--- config.mk ---
export PLATFORM = sky130hd
export DESIGN_NAME = dhps_sequencer
export DESIGN_NICKNAME = d
export VERILOG_FILES = /design/src/dhps_pkg.sv /design/src/dhps_sequencer.sv
export SDC_FILE = /design/constraint.sdc
export NUM_CORES = 1
export LEC_CHECK = 0
export ABC_AREA = 0
export ABC_CLOCK_PERIOD_IN_PS = 7070
export BUFFER_PORTS_ARGS = -buffer_cell sky130_fd_sc_hd__buf_4
export CORE_UTILIZATION = 50
export DETAILED_ROUTE_END_ITERATION = 7
export GPL_TIMING_DRIVEN = 0
export PLACE_DENSITY_LB_ADDON = 0.08
export SKIP_LAST_GASP = 1
export SLEW_MARGIN = 20
export SYNTH_ARGS = -nofsm -noshare
export SYNTH_HDL_FRONTEND = slang
export SYNTH_SLANG_ARGS = --single-unit
--- constraint.sdc ---
create_clock -name clk -period 7.07 [get_ports clk]
set_input_delay 0.707 -clock clk [delete_from_list [all_inputs] [get_ports clk]]
set_output_delay 0.707 -clock clk [all_outputs]
set_load 0.01 [all_outputs]
--- src/dhps_pkg.sv ---
// constants, register map and carrier types of the head-positioning sequencer
package dhps_pkg;
  // clock and timing
  localparam int CLK_HZ          = 10_000_000;
  localparam int STEP_W_DD_US    = 2;
  localparam int STEP_W_SD_US    = 4;
  localparam int STEP_W_DD_CYC   = (STEP_W_DD_US * CLK_HZ + 999_999) / 1_000_000;
  localparam int STEP_W_SD_CYC   = (STEP_W_SD_US * CLK_HZ + 999_999) / 1_000_000;
  localparam int MS_CYC          = CLK_HZ / 1000;
  localparam int RATE0_MS        = 3;
  localparam int RATE1_MS        = 6;
  localparam int RATE2_MS        = 10;
  localparam int RATE3_MS        = 15;
  localparam int SETTLE_MS       = 15;
  localparam int CNT_W           = 20;
  localparam int VERIFY_REVS     = 5;
  localparam int IDLE_INDEX_MAX  = 15;
  localparam int RESTORE_MAX     = 255;
  // apb register byte offsets
  localparam logic [7:0] CMD_STAT_OFS = 8'h00;
  localparam logic [7:0] TRACK_OFS    = 8'h04;
  localparam logic [7:0] DATA_OFS     = 8'h08;
  localparam logic [7:0] CTRL_OFS     = 8'h0C;
  // command fields
  localparam int RATE_LSB   = 0;
  localparam int VERIFY_BIT = 2;
  localparam int ENGAGE_BIT = 3;
  localparam int UPDATE_BIT = 4;
  localparam int SETTLE_BIT = 2;
  localparam logic [3:0] OP_RESTORE = 4'h0;
  localparam logic [3:0] OP_SEEK    = 4'h1;
  localparam logic [2:0] OP_STEP    = 3'h1;
  localparam logic [2:0] OP_STEP_IN = 3'h2;
  localparam logic [2:0] OP_STEP_OUT = 3'h3;
  localparam logic [3:0] OP_FORCE   = 4'hD;
  localparam logic [7:0] AUTO_RESTORE_CMD = 8'h03;
  // status bits
  localparam int ST_BUSY    = 0;
  localparam int ST_INDEX   = 1;
  localparam int ST_TRACK0  = 2;
  localparam int ST_CRC     = 3;
  localparam int ST_SEEK    = 4;
  localparam int ST_HEAD_OK = 5;
  // control bits
  localparam int CTRL_SLOW  = 0;
  localparam int CTRL_SINGLE = 1;
  localparam logic [1:0] CTRL_RESET = 2'h2;
  // pin synchroniser order {chip_clear, index, settled, track_zero}
  localparam logic [3:0] PIN_RESET = 4'h9;
  localparam int PIN_TR0 = 0;
  localparam int PIN_SETTLED = 1;
  localparam int PIN_IDX = 2;
  localparam int PIN_CLR = 3;

  typedef struct packed {
    logic        psel;
    logic        penable;
    logic        pwrite;
    logic [7:0]  paddr;
    logic [31:0] pwdata;
  } dhps_apb_req_t;

  typedef struct packed {
    logic       valid;
    logic [7:0] track;
    logic       crc_ok;
  } dhps_id_field_t;

  typedef enum logic [2:0] {
    S_IDLE, S_CHECK, S_PULSE, S_GAP, S_SETTLE, S_WAIT_SETTLED, S_VERIFY, S_DONE
  } dhps_state_t;
endpackage : dhps_pkg

--- src/dhps_sequencer.sv ---
// head-positioning command sequencer with apb register access
//
// Behaviour
// step pulse 2us double density, 4us single
// keep last direction unless command sets one
// direction high inward, settled before pulse
// rate field picks 3/6/10/15 ms, doubled slow
// verify adds 15 ms settle, 30 slow
// sector commands engage, optional delay, poll settled
// verify: matching track, good crc completes
// matching track, bad crc flags crc, retries
// five revolutions without match give seek error
// engage at start, at verify, on sector commands
// release on h=0 v=0 or 15 idle indexes
// status bit 5 is engage and settled
// h only: no delay; verify: delay then settled
// restore samples track zero, steps until reached
// 255 restore steps without track zero: error
// restore runs when chip clear is released
// seek steps track toward data register
// step issues one pulse, previous direction
// host holds calibration select during chip clear
// host supplies eight-times data-rate oscillator
// bits rate 1:0, verify 2, engage 3, update 4
// step-in moves inward, increments track
// step-out moves outward, decrements track
// busy set on accept, cleared with interrupt
// rate interval separates pulses and final delay
//
// The implementer's own choices: register access over APB and the register offsets.
`timescale 1ns/1ns
`default_nettype none
module dhps_sequencer
  import dhps_pkg::*;
#(
  parameter int MS_CYCLES = MS_CYC
) (
  // clock and reset
  input  wire logic                     clk,
  input  wire logic                     reset_n,
  // apb slave
  input  wire dhps_pkg::dhps_apb_req_t  apb_req,
  output logic [31:0]                   prdata,
  output logic                          pready,
  output logic                          pslverr,
  // drive pins
  input  wire logic                     track_zero_sense,
  input  wire logic                     head_settled_in,
  input  wire logic                     index_in,
  input  wire logic                     chip_clear_in,
  output logic                          step_out,
  output logic                          step_direction_out,
  output logic                          head_engage_out,
  // read channel id fields
  input  wire dhps_pkg::dhps_id_field_t id_field,
  // completion
  output logic                          completion_irq
);
  import dhps_pkg::*;

  // pin synchronisers: change accepted when stages two and three agree
  logic [3:0] pin_raw;
  logic [3:0] s1_ff;
  logic [3:0] s2_ff;
  logic [3:0] s3_ff;
  logic [3:0] pin_ff;
  assign pin_raw = {chip_clear_in, index_in, head_settled_in, track_zero_sense};

  genvar g;
  generate
    for (g = 0; g < 4; g++) begin : g_sync
      always_ff @(posedge clk or negedge reset_n) begin
        if (!reset_n) begin
          s1_ff[g]  <= PIN_RESET[g];
          s2_ff[g]  <= PIN_RESET[g];
          s3_ff[g]  <= PIN_RESET[g];
          pin_ff[g] <= PIN_RESET[g];
        end else begin
          s1_ff[g] <= pin_raw[g];
          s2_ff[g] <= s1_ff[g];
          s3_ff[g] <= s2_ff[g];
          if (s2_ff[g] == s3_ff[g]) begin
            pin_ff[g] <= s3_ff[g];
          end
        end
      end
    end
  endgenerate

  logic pin_d_ff;
  logic clr_d_ff;
  wire  at_track0   = ~pin_ff[PIN_TR0];
  wire  settled     = pin_ff[PIN_SETTLED];
  wire  clr_active  = ~pin_ff[PIN_CLR];
  wire  index_evt   = pin_ff[PIN_IDX] & ~pin_d_ff;
  wire  clr_release = pin_ff[PIN_CLR] & ~clr_d_ff;

  // registers
  dhps_state_t      state_ff;
  dhps_state_t      nxt_state;
  logic [7:0]       cmd_ff;
  logic [7:0]       track_ff;
  logic [7:0]       data_ff;
  logic [1:0]       ctrl_ff;
  logic [CNT_W-1:0] cnt_ff;
  logic [7:0]       steps_ff;
  logic [3:0]       idx_cnt_ff;
  logic             busy_ff;
  logic             crc_err_ff;
  logic             seek_err_ff;
  logic             dir_ff;
  logic             step_ff;
  logic             engage_ff;
  logic             irq_ff;
  logic [31:0]      prdata_ff;
  logic             pready_ff;
  logic             pslverr_ff;

  // apb decode
  wire apb_access = apb_req.psel & apb_req.penable;
  wire apb_done   = apb_access & pready_ff;
  wire apb_wr     = apb_done & apb_req.pwrite;
  wire apb_rd     = apb_done & ~apb_req.pwrite;
  wire sel_cmd    = apb_req.paddr == CMD_STAT_OFS;
  wire sel_track  = apb_req.paddr == TRACK_OFS;
  wire sel_data   = apb_req.paddr == DATA_OFS;
  wire sel_ctrl   = apb_req.paddr == CTRL_OFS;
  wire mapped     = sel_cmd | sel_track | sel_data | sel_ctrl;

  // command decode
  wire [7:0] wcmd      = apb_req.pwdata[7:0];
  wire       cmd_force = apb_wr & sel_cmd & (wcmd[7:4] == OP_FORCE);
  wire       cmd_new   = (apb_wr & sel_cmd & ~busy_ff & ~cmd_force & ~clr_active) | clr_release;
  wire [7:0] new_cmd   = clr_release ? AUTO_RESTORE_CMD : wcmd;
  wire       new_pos   = ~new_cmd[7];
  wire       is_pos    = ~cmd_ff[7];
  wire       is_rest   = cmd_ff[7:4] == OP_RESTORE;
  wire       is_seek   = cmd_ff[7:4] == OP_SEEK;
  wire       is_in     = cmd_ff[7:5] == OP_STEP_IN;
  wire       is_out    = cmd_ff[7:5] == OP_STEP_OUT;
  wire       is_single = cmd_ff[7:5] == OP_STEP || is_in || is_out;
  wire       verify    = cmd_ff[VERIFY_BIT];
  wire       upd_track = cmd_ff[UPDATE_BIT];
  wire       slow      = ctrl_ff[CTRL_SLOW];

  // timing in cycles; slow clock doubles rate and settle intervals
  logic [CNT_W-1:0] rate_cyc;
  always_comb begin
    case (cmd_ff[RATE_LSB +: 2])
      2'h0:    rate_cyc = CNT_W'(RATE0_MS * MS_CYCLES);
      2'h1:    rate_cyc = CNT_W'(RATE1_MS * MS_CYCLES);
      2'h2:    rate_cyc = CNT_W'(RATE2_MS * MS_CYCLES);
      default: rate_cyc = CNT_W'(RATE3_MS * MS_CYCLES);
    endcase
  end
  wire [CNT_W-1:0] gap_cyc    = slow ? (rate_cyc << 1) : rate_cyc;
  wire [CNT_W-1:0] settle_one = CNT_W'(SETTLE_MS * MS_CYCLES);
  wire [CNT_W-1:0] settle_cyc = slow ? (settle_one << 1) : settle_one;
  wire [CNT_W-1:0] width_cyc  = ctrl_ff[CTRL_SINGLE] ? CNT_W'(STEP_W_SD_CYC) : CNT_W'(STEP_W_DD_CYC);
  wire             cnt_end    = cnt_ff == CNT_W'(1);

  // state machine decisions
  wire at_target  = track_ff == data_ff;
  wire going_in   = is_seek ? (data_ff > track_ff) : dir_ff;
  wire need_step  = is_rest ? ~at_track0 : (is_seek ? ~at_target : (steps_ff == 8'h00));
  wire rest_fail  = is_rest & ~at_track0 & (steps_ff == 8'(RESTORE_MAX));
  wire id_match   = id_field.valid & (id_field.track == track_ff);
  wire rev_out    = index_evt & (idx_cnt_ff == 4'(VERIFY_REVS - 1));
  wire idle_out   = index_evt & (idx_cnt_ff == 4'(IDLE_INDEX_MAX - 1));

  always_comb begin
    nxt_state = state_ff;
    case (state_ff)
      S_IDLE: begin
        if (cmd_new) begin
          nxt_state = new_pos ? S_CHECK : (new_cmd[SETTLE_BIT] ? S_SETTLE : S_WAIT_SETTLED);
        end
      end
      S_CHECK: begin
        if (rest_fail) begin
          nxt_state = S_DONE;
        end else if (need_step) begin
          nxt_state = (is_seek & (dir_ff != going_in)) ? S_CHECK : S_PULSE;
        end else begin
          nxt_state = verify ? S_SETTLE : S_DONE;
        end
      end
      S_PULSE: begin
        if (cnt_end) begin
          nxt_state = S_GAP;
        end
      end
      S_GAP: begin
        if (cnt_end) begin
          nxt_state = S_CHECK;
        end
      end
      S_SETTLE: begin
        if (cnt_end) begin
          nxt_state = S_WAIT_SETTLED;
        end
      end
      S_WAIT_SETTLED: begin
        if (settled) begin
          nxt_state = (is_pos & verify) ? S_VERIFY : S_DONE;
        end
      end
      S_VERIFY: begin
        if ((id_match & id_field.crc_ok) | rev_out) begin
          nxt_state = S_DONE;
        end
      end
      S_DONE: nxt_state = S_IDLE;
      default: nxt_state = S_IDLE;
    endcase
    if (cmd_force | clr_active) begin
      nxt_state = (state_ff == S_IDLE || state_ff == S_DONE) ? S_IDLE : S_DONE;
    end
  end

  // counter loads on state entry, counts down while in a timed state
  wire enter_timed = (nxt_state != state_ff) &
                     (nxt_state == S_PULSE || nxt_state == S_GAP || nxt_state == S_SETTLE);
  logic [CNT_W-1:0] nxt_cnt;
  always_comb begin
    nxt_cnt = (cnt_ff != '0) ? cnt_ff - CNT_W'(1) : cnt_ff;
    if (enter_timed) begin
      case (nxt_state)
        S_PULSE: nxt_cnt = width_cyc;
        S_GAP:   nxt_cnt = gap_cyc;
        default: nxt_cnt = settle_cyc;
      endcase
    end
  end

  always_ff @(posedge clk or negedge reset_n) begin
    if (!reset_n) begin
      state_ff <= S_IDLE;
      cnt_ff   <= '0;
      pin_d_ff <= 1'b0;
      clr_d_ff <= 1'b1;
    end else begin
      state_ff <= nxt_state;
      cnt_ff   <= nxt_cnt;
      pin_d_ff <= pin_ff[PIN_IDX];
      clr_d_ff <= pin_ff[PIN_CLR];
    end
  end

  // command, track, direction and step bookkeeping
  wire start_pulse = (state_ff == S_CHECK) & (nxt_state == S_PULSE);
  always_ff @(posedge clk or negedge reset_n) begin
    if (!reset_n) begin
      cmd_ff   <= 8'h00;
      track_ff <= 8'h00;
      data_ff  <= 8'h00;
      ctrl_ff  <= CTRL_RESET;
      dir_ff   <= 1'b0;
      steps_ff <= 8'h00;
      step_ff  <= 1'b0;
    end else begin
      step_ff <= (nxt_state == S_PULSE);
      if (apb_wr & sel_ctrl) begin
        ctrl_ff <= apb_req.pwdata[1:0];
      end
      if (apb_wr & sel_data & ~busy_ff) begin
        data_ff <= apb_req.pwdata[7:0];
      end
      if (apb_wr & sel_track & ~busy_ff) begin
        track_ff <= apb_req.pwdata[7:0];
      end
      if (cmd_new) begin
        cmd_ff   <= new_cmd;
        steps_ff <= 8'h00;
        if (new_cmd[7:4] == OP_RESTORE || new_cmd[7:5] == OP_STEP_OUT) begin
          dir_ff <= 1'b0;
        end else if (new_cmd[7:5] == OP_STEP_IN) begin
          dir_ff <= 1'b1;
        end
      end
      // direction settles in the check cycle, one edge before the pulse rises
      if (state_ff == S_CHECK && is_seek && !at_target) begin
        dir_ff <= going_in;
      end
      if (start_pulse) begin
        steps_ff <= steps_ff + 8'h01;
        if (is_seek || (is_single && upd_track)) begin
          track_ff <= dir_ff ? track_ff + 8'h01 : track_ff - 8'h01;
        end
      end
      if (state_ff == S_CHECK && is_rest && at_track0) begin
        track_ff <= 8'h00;
      end
    end
  end

  // head engage, index counting and status flags
  wire release_head = cmd_new & new_pos & ~new_cmd[ENGAGE_BIT] & ~new_cmd[VERIFY_BIT];
  wire engage_start = cmd_new & (~new_pos | new_cmd[ENGAGE_BIT]);
  wire engage_late  = (state_ff == S_CHECK) & (nxt_state == S_SETTLE);
  wire done         = state_ff == S_DONE;
  always_ff @(posedge clk or negedge reset_n) begin
    if (!reset_n) begin
      engage_ff   <= 1'b0;
      idx_cnt_ff  <= 4'h0;
      busy_ff     <= 1'b0;
      crc_err_ff  <= 1'b0;
      seek_err_ff <= 1'b0;
      irq_ff      <= 1'b0;
    end else begin
      if (engage_start | engage_late) begin
        engage_ff <= 1'b1;
      end else if (release_head | (~busy_ff & idle_out)) begin
        engage_ff <= 1'b0;
      end
      if (cmd_new | (nxt_state != state_ff)) begin
        idx_cnt_ff <= 4'h0;
      end else if (index_evt & ((state_ff == S_IDLE) | (state_ff == S_VERIFY))) begin
        idx_cnt_ff <= idx_cnt_ff + 4'h1;
      end
      if (cmd_new) begin
        busy_ff     <= 1'b1;
        crc_err_ff  <= 1'b0;
        seek_err_ff <= 1'b0;
      end else begin
        if (done) begin
          busy_ff <= 1'b0;
        end
        if (state_ff == S_VERIFY && id_match && !id_field.crc_ok) begin
          crc_err_ff <= 1'b1;
        end
        if (rest_fail & (state_ff == S_CHECK) | (state_ff == S_VERIFY) & rev_out & ~(id_match & id_field.crc_ok)) begin
          seek_err_ff <= 1'b1;
        end
      end
      // completion set wins over a status read in the same cycle
      if (done | (cmd_force & ~busy_ff)) begin
        irq_ff <= 1'b1;
      end else if (cmd_new | (apb_rd & sel_cmd)) begin
        irq_ff <= 1'b0;
      end
    end
  end

  // apb answer: one wait state, read data registered
  logic [31:0] rd_mux;
  always_comb begin
    rd_mux = 32'h0000_0000;
    if (sel_cmd) begin
      rd_mux[ST_BUSY]    = busy_ff;
      rd_mux[ST_INDEX]   = pin_ff[PIN_IDX];
      rd_mux[ST_TRACK0]  = at_track0;
      rd_mux[ST_CRC]     = crc_err_ff;
      rd_mux[ST_SEEK]    = seek_err_ff;
      rd_mux[ST_HEAD_OK] = engage_ff & settled;
    end else if (sel_track) begin
      rd_mux[7:0] = track_ff;
    end else if (sel_data) begin
      rd_mux[7:0] = data_ff;
    end else if (sel_ctrl) begin
      rd_mux[1:0] = ctrl_ff;
    end
  end

  always_ff @(posedge clk or negedge reset_n) begin
    if (!reset_n) begin
      pready_ff  <= 1'b0;
      pslverr_ff <= 1'b0;
      prdata_ff  <= 32'h0000_0000;
    end else begin
      pready_ff  <= apb_access & ~pready_ff;
      pslverr_ff <= apb_access & ~pready_ff & ~mapped;
      prdata_ff  <= (apb_access & ~pready_ff & ~apb_req.pwrite) ? rd_mux : 32'h0000_0000;
    end
  end

  assign prdata             = prdata_ff;
  assign pready             = pready_ff;
  assign pslverr            = pslverr_ff;
  assign step_out           = step_ff;
  assign step_direction_out = dir_ff;
  assign head_engage_out    = engage_ff;
  assign completion_irq     = irq_ff;
endmodule : dhps_sequencer
`default_nettype wire

==> results of run 1 <==
-- kinds of logic after synthesis --
logic type      count (synthesis)
compound gates                129
xor+xnor                       30
fa+ha+maj                      34
buf+inv                        74
flops                          95
mux                            35
other cells                     1
simple gates                  234
-- layout make-up --
class,count,area share (%)
Buffer,43,4.10
Sequential cell,95,35.1
Inverter,31,1.71
Clock buffer,9,3.31
Multi-Input combinational cell,486,47.1
Tap cell,143,2.63
Clock inverter,7,0.919
Timing Repair Buffer,46,5.13
-- layout by cell type (no fill, tap or decap), drive strengths merged, types with 8 or more instances in the layout --
cell type / count
nor4: 13
nor2: 56
ha: 29
dfstp: 10
dfrtp: 85
a211oi: 16
mux2: 14
o31ai: 8
conb: 24
clkbuf: 21
buf: 77
nor2b: 14
nand2: 62
xnor2: 11
a21oi: 25
nand3: 18
nor3: 23
xor2: 19
inv: 34
o21ai: 32
mux2i: 21
-- registers in the layout (all words and copies together), names as in the netlist, 3 cells and up --
name        cells
s3_ff           4
cmd_ff          7
state_ff        3
cnt_ff         20
steps_ff        8
idx_cnt_ff      4
pin_ff          3
data_ff         8
s1_ff           4
s2_ff           4
track_ff        8
prdata          8
-- critical path: stages (launching register included) --
cell	delay [ns]
sky130_fd_sc_hd__dfrtp_1	0.47
sky130_fd_sc_hd__inv_1	0.07
sky130_fd_sc_hd__ha_1	0.33
sky130_fd_sc_hd__a21oi_1	0.15
sky130_fd_sc_hd__o21ai_0	0.11
sky130_fd_sc_hd__a311oi_1	0.49
sky130_fd_sc_hd__mux2i_1	0.51
sky130_fd_sc_hd__a311oi_1	0.22
sky130_fd_sc_hd__a311oi_1	0.55
sky130_fd_sc_hd__clkbuf_1	0.45
sky130_fd_sc_hd__mux2i_1	0.25
sky130_fd_sc_hd__nand2_1	0.07
sky130_fd_sc_hd__mux2_1	0.30
-- report_power, final --
part | internal (mW) | switching [mW]
clock | 0.246 | 0.237
sequential | 0.622 | 0.0719
combinational | 0.268 | 0.347
total | 1.14 | 0.656
-- synthesized netlist by cell type (all sizes together), types with 3 or more instances --
cell type | count | area [sq um]
dfrtp | 85 | 2130
nand2 | 62 | 233
nor2 | 56 | 210
o21ai | 32 | 160
buf | 31 | 234
inv | 30 | 113
ha | 29 | 363
a21oi | 25 | 129
nor3 | 23 | 115
mux2i | 21 | 210
xor2 | 19 | 166
nand3 | 18 | 90.1
a211oi | 16 | 125
mux2 | 14 | 158
nor2b | 14 | 87.6
nor4 | 13 | 87.6
clkbuf | 12 | 45.0
xnor2 | 11 | 96.3
dfstp | 10 | 263
o31ai | 8 | 60.1
a21o | 7 | 52.6
a22oi | 7 | 66.3
and2 | 7 | 43.8
nand2b | 7 | 43.8
nand4 | 7 | 43.8
or3 | 5 | 41.3
maj3 | 4 | 40.0
nor4b | 4 | 35.0
o211ai | 4 | 30.0
or4 | 4 | 37.5
a311oi | 3 | 26.3
a31oi | 3 | 18.8
nand3b | 3 | 22.5
o21a | 3 | 22.5
o221ai | 3 | 26.3
o31a | 3 | 26.3
or2 | 3 | 18.8
-- path summary, 6_finish.rpt --
check | start | end | slack [ns] | cells past startpoint
worst max-delay path | track_ff[5] | cnt_ff[5] | 3.00 | 12
worst min-delay path | s1_ff[2] | s2_ff[2] | 0.35 | 0
worst max register to register | track_ff[5] | cnt_ff[5] | 3.00 | 12
worst min register to register | s1_ff[2] | s2_ff[2] | 0.35 | 0
max in group asynchronous | reset_n | track_ff[5] | 6.02 | 1
min in group asynchronous | reset_n | cnt_ff[19] | 0.43 | 1
-- routing by layer --
layer	vias up	part of all wire (%)	GRT usage, %
met1	2285	43	31.3
met3	35	4.3	4.45
met5	-	0	0
met2	137	50	42.1
li1	2371	-	-
met4	0	3.0	11.2
==> out/summary.log, run 1 <==
[global_route] vias in the first global route 4945
[finish] Non-Filler Instances 860
[power] worst vdd ir 0.000183 V
[sta] Worst Max-Slew Pin Slew 0.903 ns
[placed_design] dpl hpwl 10800 um
[synthesis] sequential area share after synthesis 40.5%
[global_route] global route overflow 0
[sta] Setup Total Neg Slack 0 ns
[power] sum of internal, switching and leakage power 1.79 mW
[power] reported leakage power 3.16 nW
[synthesis] proportion of synthesized flip-flops having asynchronous set or reset 100%
[synthesis] Simple-Gate Fraction of Synth Area 20.0%
[detailed_routing] # DRC 0
[setup_path] required time reported for the critical path endpoint 7.31 ns
[finish] summed area of non-filler cells in the final layout 6810 sq um
[clock_network] clock latency on the worst-skew pair 0.36 ns
[sta] Relative slew margins 39.3%
[clock_network] number of buffers added by the clock tree synthesis step 9
[sta] count of final max-slew check failures 0
[floorplanning] Chip Width 111 um
[floorplanning] Die Y-Extent 111 um
[placed_design] RD Place Congestion 0.875
[global_route] maximum number of pins on one net before global-route repair 96
[sta] final setup violation count 0
[synthesis] yosys warns 0
[placed_design] Setup WS pre-CTS 3.03 ns
[synthesis] syn avg cell area 9.34 sq um
[outcome] result of the run finished clean
[setup_path] Arrival @ worst endpoint 4.31 ns
[clock_network] count of buffers added by post-CTS timing repair for setup 0
[clock_network] clk sink count 95
[synthesis] cell count after synthesis 632
[global_route] combined global-route utilization of all metal layers 25.0%
[worst_hold_path] type of the worst min-delay path flip-flop to flip-flop
[sta] ratio of final minimum period to clock period 57.6%
[clock_network] CTS Buffer Depth 2
[setup_path] category of the critical setup timing path flip-flop to flip-flop
[synthesis] number of synthesized flops with an enable pin 0
[finish] footprint of the flip-flops and latches 2390 sq um
[synthesis] xor/xnor share of the synthesized area 4.45%
[setup_path] kind of end point of the critical path flip-flop
[synthesis] number of flip-flops and latches in the synthesized netlist 95
[floorplanning] Die ar. 12200 sq um
[clock_network] clk root buf sky130_fd_sc_hd__clkbuf_16
[clock_network] clock edge transition at the registers on the reported setup and hold paths 0.07 ns
[clock_network] depth of the CTS H-tree 3
[detailed_routing] DRT Wirelength 14300 um
[sta] Max Clock Freq 245 MHz
[detailed_routing] number of nets with antenna violations after detailed routing 0
[run] max-capacitance violation count 0
[placed_design] placed instance area 6520 sq um
[sta] final hold violation count 0
[sta] setup repair after global routing missed its margin no
[finish] proportion of layout cells with a drive suffix above 1 17.2%
[global_route] first-pass GRT wire length 24400 um
[setup_path] startpoint type of the worst setup path flip-flop
[finish] NumNets Final 801
[synthesis] number of different library cells in the post-synthesis netlist 68
[finish] Fill cells 1047
[power] power density cells 263 nW/um^2
[synthesis] combinational family with the most area after synthesis simple AND/OR/NAND/NOR gates
[placed_design] number of placed instances with taps included 844
[detailed_routing] Detailed Route Iter0 Violations 241
[synthesis] share of the synthesized area in compound gates (AO/OA/AOI/OAI) 14.8%
[synthesis] multiplexer fraction of the synthesized cell area 6.23%
[finish] area growth from synthesis to layout 15.4%
[sta] post-route setup slack 3.00 ns
[floorplanning] total I/O pin count 97
[floorplanning] starting utilization of the core area 51.5%
[placed_design] port bufs 46
[synthesis] Netlist Area Pre-Place 5900 sq um
[synthesis] Synth Area in Adders 7.17%
[finish] multi-input gate area in the final layout 3210 sq um
[clock_network] clock tree from TritonCTS built
[detailed_routing] DR vias 4828
[detailed_routing] vias per cell 5.61
[sta] Hold WS 0.351 ns
[setup_path] crit path max fanout 10
[finish] Layout Utilization 59.4%
[sta] worst clock skew 0.00916 ns
[clock_network] count of hold buffers inserted by post-cts repair 0
[detailed_routing] post-DR wirelength/cell 16.6 um
[synthesis] top_reg_cell synth sky130_fd_sc_hd__dfrtp_1
[clock_network] Gates resized, CTS repair 0
[floorplanning] Placeable Area 11500 sq um
[sta] Final min period 4.07 ns
[floorplanning] Rows 39
[global_route] number of antenna violations at the first check in global routing 0
[finish] total inserted antenna cells 0
[detailed_routing] length of the first detailed-routing pass in iterations 4
No activity file was read; power rests on OpenSTA's default activity.
==> inputs of run 2 (changes only) <==
ABC_AREA = 1   (was 0)
ABC_CLOCK_PERIOD_IN_PS = 3550   (was 7070)
clock period = 3.55 ns   (was 7.07 ns; I/O delays follow)
==> out/summary.log, run 2 <==
[outcome] result of the run finished clean [unchanged]
[synthesis] most repeated cell in the gate-level netlist after synthesis sky130_fd_sc_hd__nand2_1 [was sky130_fd_sc_hd__dfrtp_1]
[finish] leading cell types in the layout, fill and taps excluded sky130_fd_sc_hd__nand2_1 (180), sky130_fd_sc_hd__inv_1 (94), sky130_fd_sc_hd__dfrtp_1 (85), sky130_fd_sc_hd__nor2_1 (78), sky130_fd_sc_hd__buf_4 (72) [was sky130_fd_sc_hd__dfrtp_1 (85), sky130_fd_sc_hd__buf_4 (70), sky130_fd_sc_hd__nand2_1 (62), sky130_fd_sc_hd__nor2_1 (56), sky130_fd_sc_hd__inv_1 (30)]
[sta] Hold WS 0.0333 ns [was 0.351 ns]
[detailed_routing] vias per cell 5.28 [was 5.61]
[synthesis] number of different library cells in the post-synthesis netlist 49 [was 68]
[synthesis] yosys warns 0 [unchanged]
[finish] footprint of the flip-flops and latches 2390 sq um [unchanged]
[detailed_routing] Detailed Route Iter0 Violations 412 [was 241]
[sta] Setup Total Neg Slack 0 ns [unchanged]
[global_route] global route overflow 0 [unchanged]
[sta] Worst Max-Slew Pin Slew 0.910 ns [was 0.903 ns]
[finish] multi-input gate area in the final layout 3220 sq um [was 3210 sq um]
[global_route] number of antenna violations at the first check in global routing 0 [unchanged]
[run] max-capacitance violation count 0 [unchanged]
[floorplanning] Rows 40 [was 39]
[clock_network] depth of the CTS H-tree 3 [unchanged]
[placed_design] port bufs 48 [was 46]
[power] worst vdd ir 0.000341 V [was 0.000183 V]
[sta] final hold violation count 0 [unchanged]
[power] power density cells 582 nW/um^2 [was 263 nW/um^2]
[global_route] maximum number of pins on one net before global-route repair 96 [unchanged]
[placed_design] Setup WS pre-CTS 0.733 ns [was 3.03 ns]
[synthesis] number of flip-flops and latches in the synthesized netlist 95 [unchanged]
[clock_network] clk root buf sky130_fd_sc_hd__clkbuf_16 [unchanged]
[synthesis] cell count after synthesis 804 [was 632]
[power] sum of internal, switching and leakage power 4.13 mW [was 1.79 mW]
[floorplanning] total I/O pin count 97 [unchanged]
[worst_hold_path] type of the worst min-delay path primary input to async pin [was flip-flop to flip-flop]
[clock_network] count of hold buffers inserted by post-cts repair 0 [unchanged]
[finish] total inserted antenna cells 0 [unchanged]
[setup_path] crit path max fanout 10 [unchanged]
[synthesis] area share of the leading cell type in the synthesized netlist 34.4% [was 36.0%]
[floorplanning] Chip Width 113 um [was 111 um]
[clock_network] count of buffers added by post-CTS timing repair for setup 0 [unchanged]
[sta] count of final max-slew check failures 0 [unchanged]
[setup_path] category of the critical setup timing path flip-flop to flip-flop [unchanged]
[detailed_routing] number of nets with antenna violations after detailed routing 0 [unchanged]
[floorplanning] Die ar. 12800 sq um [was 12200 sq um]
[finish] Layout Utilization 59.0% [was 59.4%]
[sta] Final min period 2.90 ns [was 4.07 ns]
[placed_design] dpl hpwl 11700 um [was 10800 um]
[clock_network] clk sink count 95 [unchanged]
[placed_design] placed instance area 6810 sq um [was 6520 sq um]
[synthesis] proportion of synthesized flip-flops having asynchronous set or reset 100% [unchanged]
[clock_network] Gates resized, CTS repair 0 [unchanged]
[setup_path] worst reg-to-reg setup slack 0.65 ns [was 3.00 ns]
[clock_network] number of buffers added by the clock tree synthesis step 9 [unchanged]
[clock_network] CTS Buffer Depth 2 [unchanged]
[clock_network] clock tree from TritonCTS built [unchanged]
[floorplanning] Placeable Area 12000 sq um [was 11500 sq um]
[detailed_routing] # DRC 0 [unchanged]
[sta] setup repair after global routing missed its margin no [unchanged]
[setup_path] required time reported for the critical path endpoint 3.76 ns [was 7.31 ns]
[synthesis] area leader, netlist sky130_fd_sc_hd__dfrtp_1 [unchanged]
[floorplanning] starting utilization of the core area 51.4% [was 51.5%]
[detailed_routing] length of the first detailed-routing pass in iterations 5 [was 4]
[setup_path] Reg2Reg Depth 20 [was 12]
[placed_design] number of placed instances with taps included 1022 [was 844]
[finish] most common cell after layout, fill and taps aside sky130_fd_sc_hd__nand2_1 [was sky130_fd_sc_hd__dfrtp_1]
[setup_path] kind of end point of the critical path flip-flop [unchanged]
[global_route] first-pass GRT wire length 25400 um [was 24400 um]
[detailed_routing] DRT Wirelength 15000 um [was 14300 um]
[finish] Biggest register cnt_ff [unchanged]
[setup_path] endpoint of the most critical register-to-register path track_ff[2] [was cnt_ff[5]]
[setup_path] Arrival @ worst endpoint 3.11 ns [was 4.31 ns]
[sta] final setup violation count 0 [unchanged]
[setup_path] FF-to-FF Start track_ff[7] [was track_ff[5]]
[synthesis] ranking of synthesized cells by instance count sky130_fd_sc_hd__nand2_1 (180), sky130_fd_sc_hd__inv_1 (94), sky130_fd_sc_hd__dfrtp_1 (85) [was sky130_fd_sc_hd__dfrtp_1 (85), sky130_fd_sc_hd__nand2_1 (62), sky130_fd_sc_hd__nor2_1 (56)]
[clock_network] clock latency on the worst-skew pair 0.36 ns [about the same]
[sta] post-route setup slack 0.648 ns [was 3.00 ns]
[clock_network] clock edge transition at the registers on the reported setup and hold paths 0.06 ns [was 0.07 ns]
[synthesis] syn avg cell area 7.68 sq um [was 9.34 sq um]
[setup_path] startpoint type of the worst setup path flip-flop [unchanged]
[finish] summed area of non-filler cells in the final layout 7090 sq um [was 6810 sq um]
[finish] area growth from synthesis to layout 14.8% [was 15.4%]
[global_route] vias in the first global route 5311 [was 4945]
[finish] proportion of layout cells with a drive suffix above 1 17.3% [was 17.2%]
[finish] Non-Filler Instances 1038 [was 860]
[finish] NumNets Final 975 [was 801]
[finish] Fill cells 1122 [was 1047]
[synthesis] top_reg_cell synth sky130_fd_sc_hd__dfrtp_1 [unchanged]
[global_route] combined global-route utilization of all metal layers 25.5% [was 25.0%]
[synthesis] leading cell types by total area after synthesis sky130_fd_sc_hd__dfrtp_1 (34%), sky130_fd_sc_hd__nand2_1 (11%), sky130_fd_sc_hd__ha_1 (5.9%), sky130_fd_sc_hd__inv_1 (5.7%), sky130_fd_sc_hd__o21ai_0 (5.1%) [was sky130_fd_sc_hd__dfrtp_1 (36%), sky130_fd_sc_hd__ha_1 (6.1%), sky130_fd_sc_hd__dfstp_2 (4.5%), sky130_fd_sc_hd__nand2_1 (3.9%), sky130_fd_sc_hd__mux2i_1 (3.6%)]
[sta] Relative slew margins 38.7% [was 39.3%]
[synthesis] number of synthesized flops with an enable pin 0 [unchanged]
[detailed_routing] post-DR wirelength/cell 14.5 um [was 16.6 um]
[detailed_routing] DR vias 5482 [was 4828]
[synthesis] Netlist Area Pre-Place 6180 sq um [was 5900 sq um]
[power] reported leakage power 3.63 nW [was 3.16 nW]
[synthesis] sequential area share after synthesis 38.7% [was 40.5%]
[sta] worst clock skew 0.0118 ns [was 0.00916 ns]
[sta] ratio of final minimum period to clock period 81.7% [was 57.6%]
[finish] flip-flop count of the largest register, all copies and words added 20 [unchanged]
[placed_design] RD Place Congestion 0.962 [was 0.875]
[floorplanning] Die Y-Extent 113 um [was 111 um]
[sta] Max Clock Freq 345 MHz [was 245 MHz]
run 2: worst max path at each step:
| stage | start | endpoint | cells after the start |
|---|---|---|---|
| after global routing | track_ff[5] | track_ff[2] | 20 |
| after global placement | track_ff[5] | track_ff[2] | 18 |
| after CTS | track_ff[7] | track_ff[2] | 20 |
| after detailed placement | track_ff[7] | track_ff[2] | 20 |
| after floorplan | track_ff[7] | track_ff[2] | 20 |
| final | track_ff[7] | track_ff[2] | 20 |
run 2: cell type report:
| type | count | area share (%) |
|---|---|---|
| multi-input cells | 592 | 45.5 |
| flip-flops and latches | 95 | 33.7 |
| inverters | 107 | 5.66 |
| repair buffers | 48 | 5.13 |
| plain buffers | 33 | 3.51 |
| clock buffers | 12 | 3.48 |
| well taps | 147 | 2.59 |
| clock inverters | 4 | 0.459 |
run 2: critical path, stage by stage, from the launching register on:
cell                      delay, ns
sky130_fd_sc_hd__dfrtp_1       0.40
sky130_fd_sc_hd__inv_1         0.12
sky130_fd_sc_hd__ha_1          0.32
sky130_fd_sc_hd__nand2_1       0.08
sky130_fd_sc_hd__nor2_1        0.21
sky130_fd_sc_hd__nand2_1       0.13
sky130_fd_sc_hd__nor2_1        0.11
sky130_fd_sc_hd__nor2_1        0.06
sky130_fd_sc_hd__nand2_1       0.08
sky130_fd_sc_hd__nand2_1       0.07
sky130_fd_sc_hd__nand3_2       0.09
sky130_fd_sc_hd__nand2_2       0.06
sky130_fd_sc_hd__nand2_2       0.07
sky130_fd_sc_hd__nand2_4       0.07
sky130_fd_sc_hd__nor2_8        0.17
sky130_fd_sc_hd__nand3_4       0.10
sky130_fd_sc_hd__inv_2         0.12
sky130_fd_sc_hd__nand2_4       0.11
sky130_fd_sc_hd__buf_6         0.18
sky130_fd_sc_hd__o21ai_1       0.13
sky130_fd_sc_hd__nor2_1        0.06
run 2: routing by layer:
layer | up-vias | track usage (%) | wire, um
met5 | - | 0 | 0
met4 | 0 | 10.4 | 281
met3 | 24 | 4.02 | 862
met2 | 168 | 39.9 | 6760
met1 | 2562 | 35.3 | 7130
li1 | 2728 | - | -
run 2: logic make-up (layout without fill, tap and decap cells):
logic type | count (synthesis) | count (layout) | share of synthesized area (%)
mux | 2 | 2 | 0.344
simple gates | 377 | 377 | 28.3
flops | 95 | 95 | 38.7
compound gates | 126 | 126 | 11.2
buf+inv | 140 | 204 | 10.5
xor+xnor | 29 | 29 | 4.11
other cells | 1 | 24 | 0.0607
fa+ha+maj | 34 | 34 | 6.85
run 2: power breakdown:
| part | internal (mW) | total (mW) | switching [mW] |
|---|---|---|---|
| logic | 0.642 | 1.75 | 1.11 |
| registers | 1.26 | 1.45 | 0.192 |
| clock network | 0.497 | 0.927 | 0.430 |
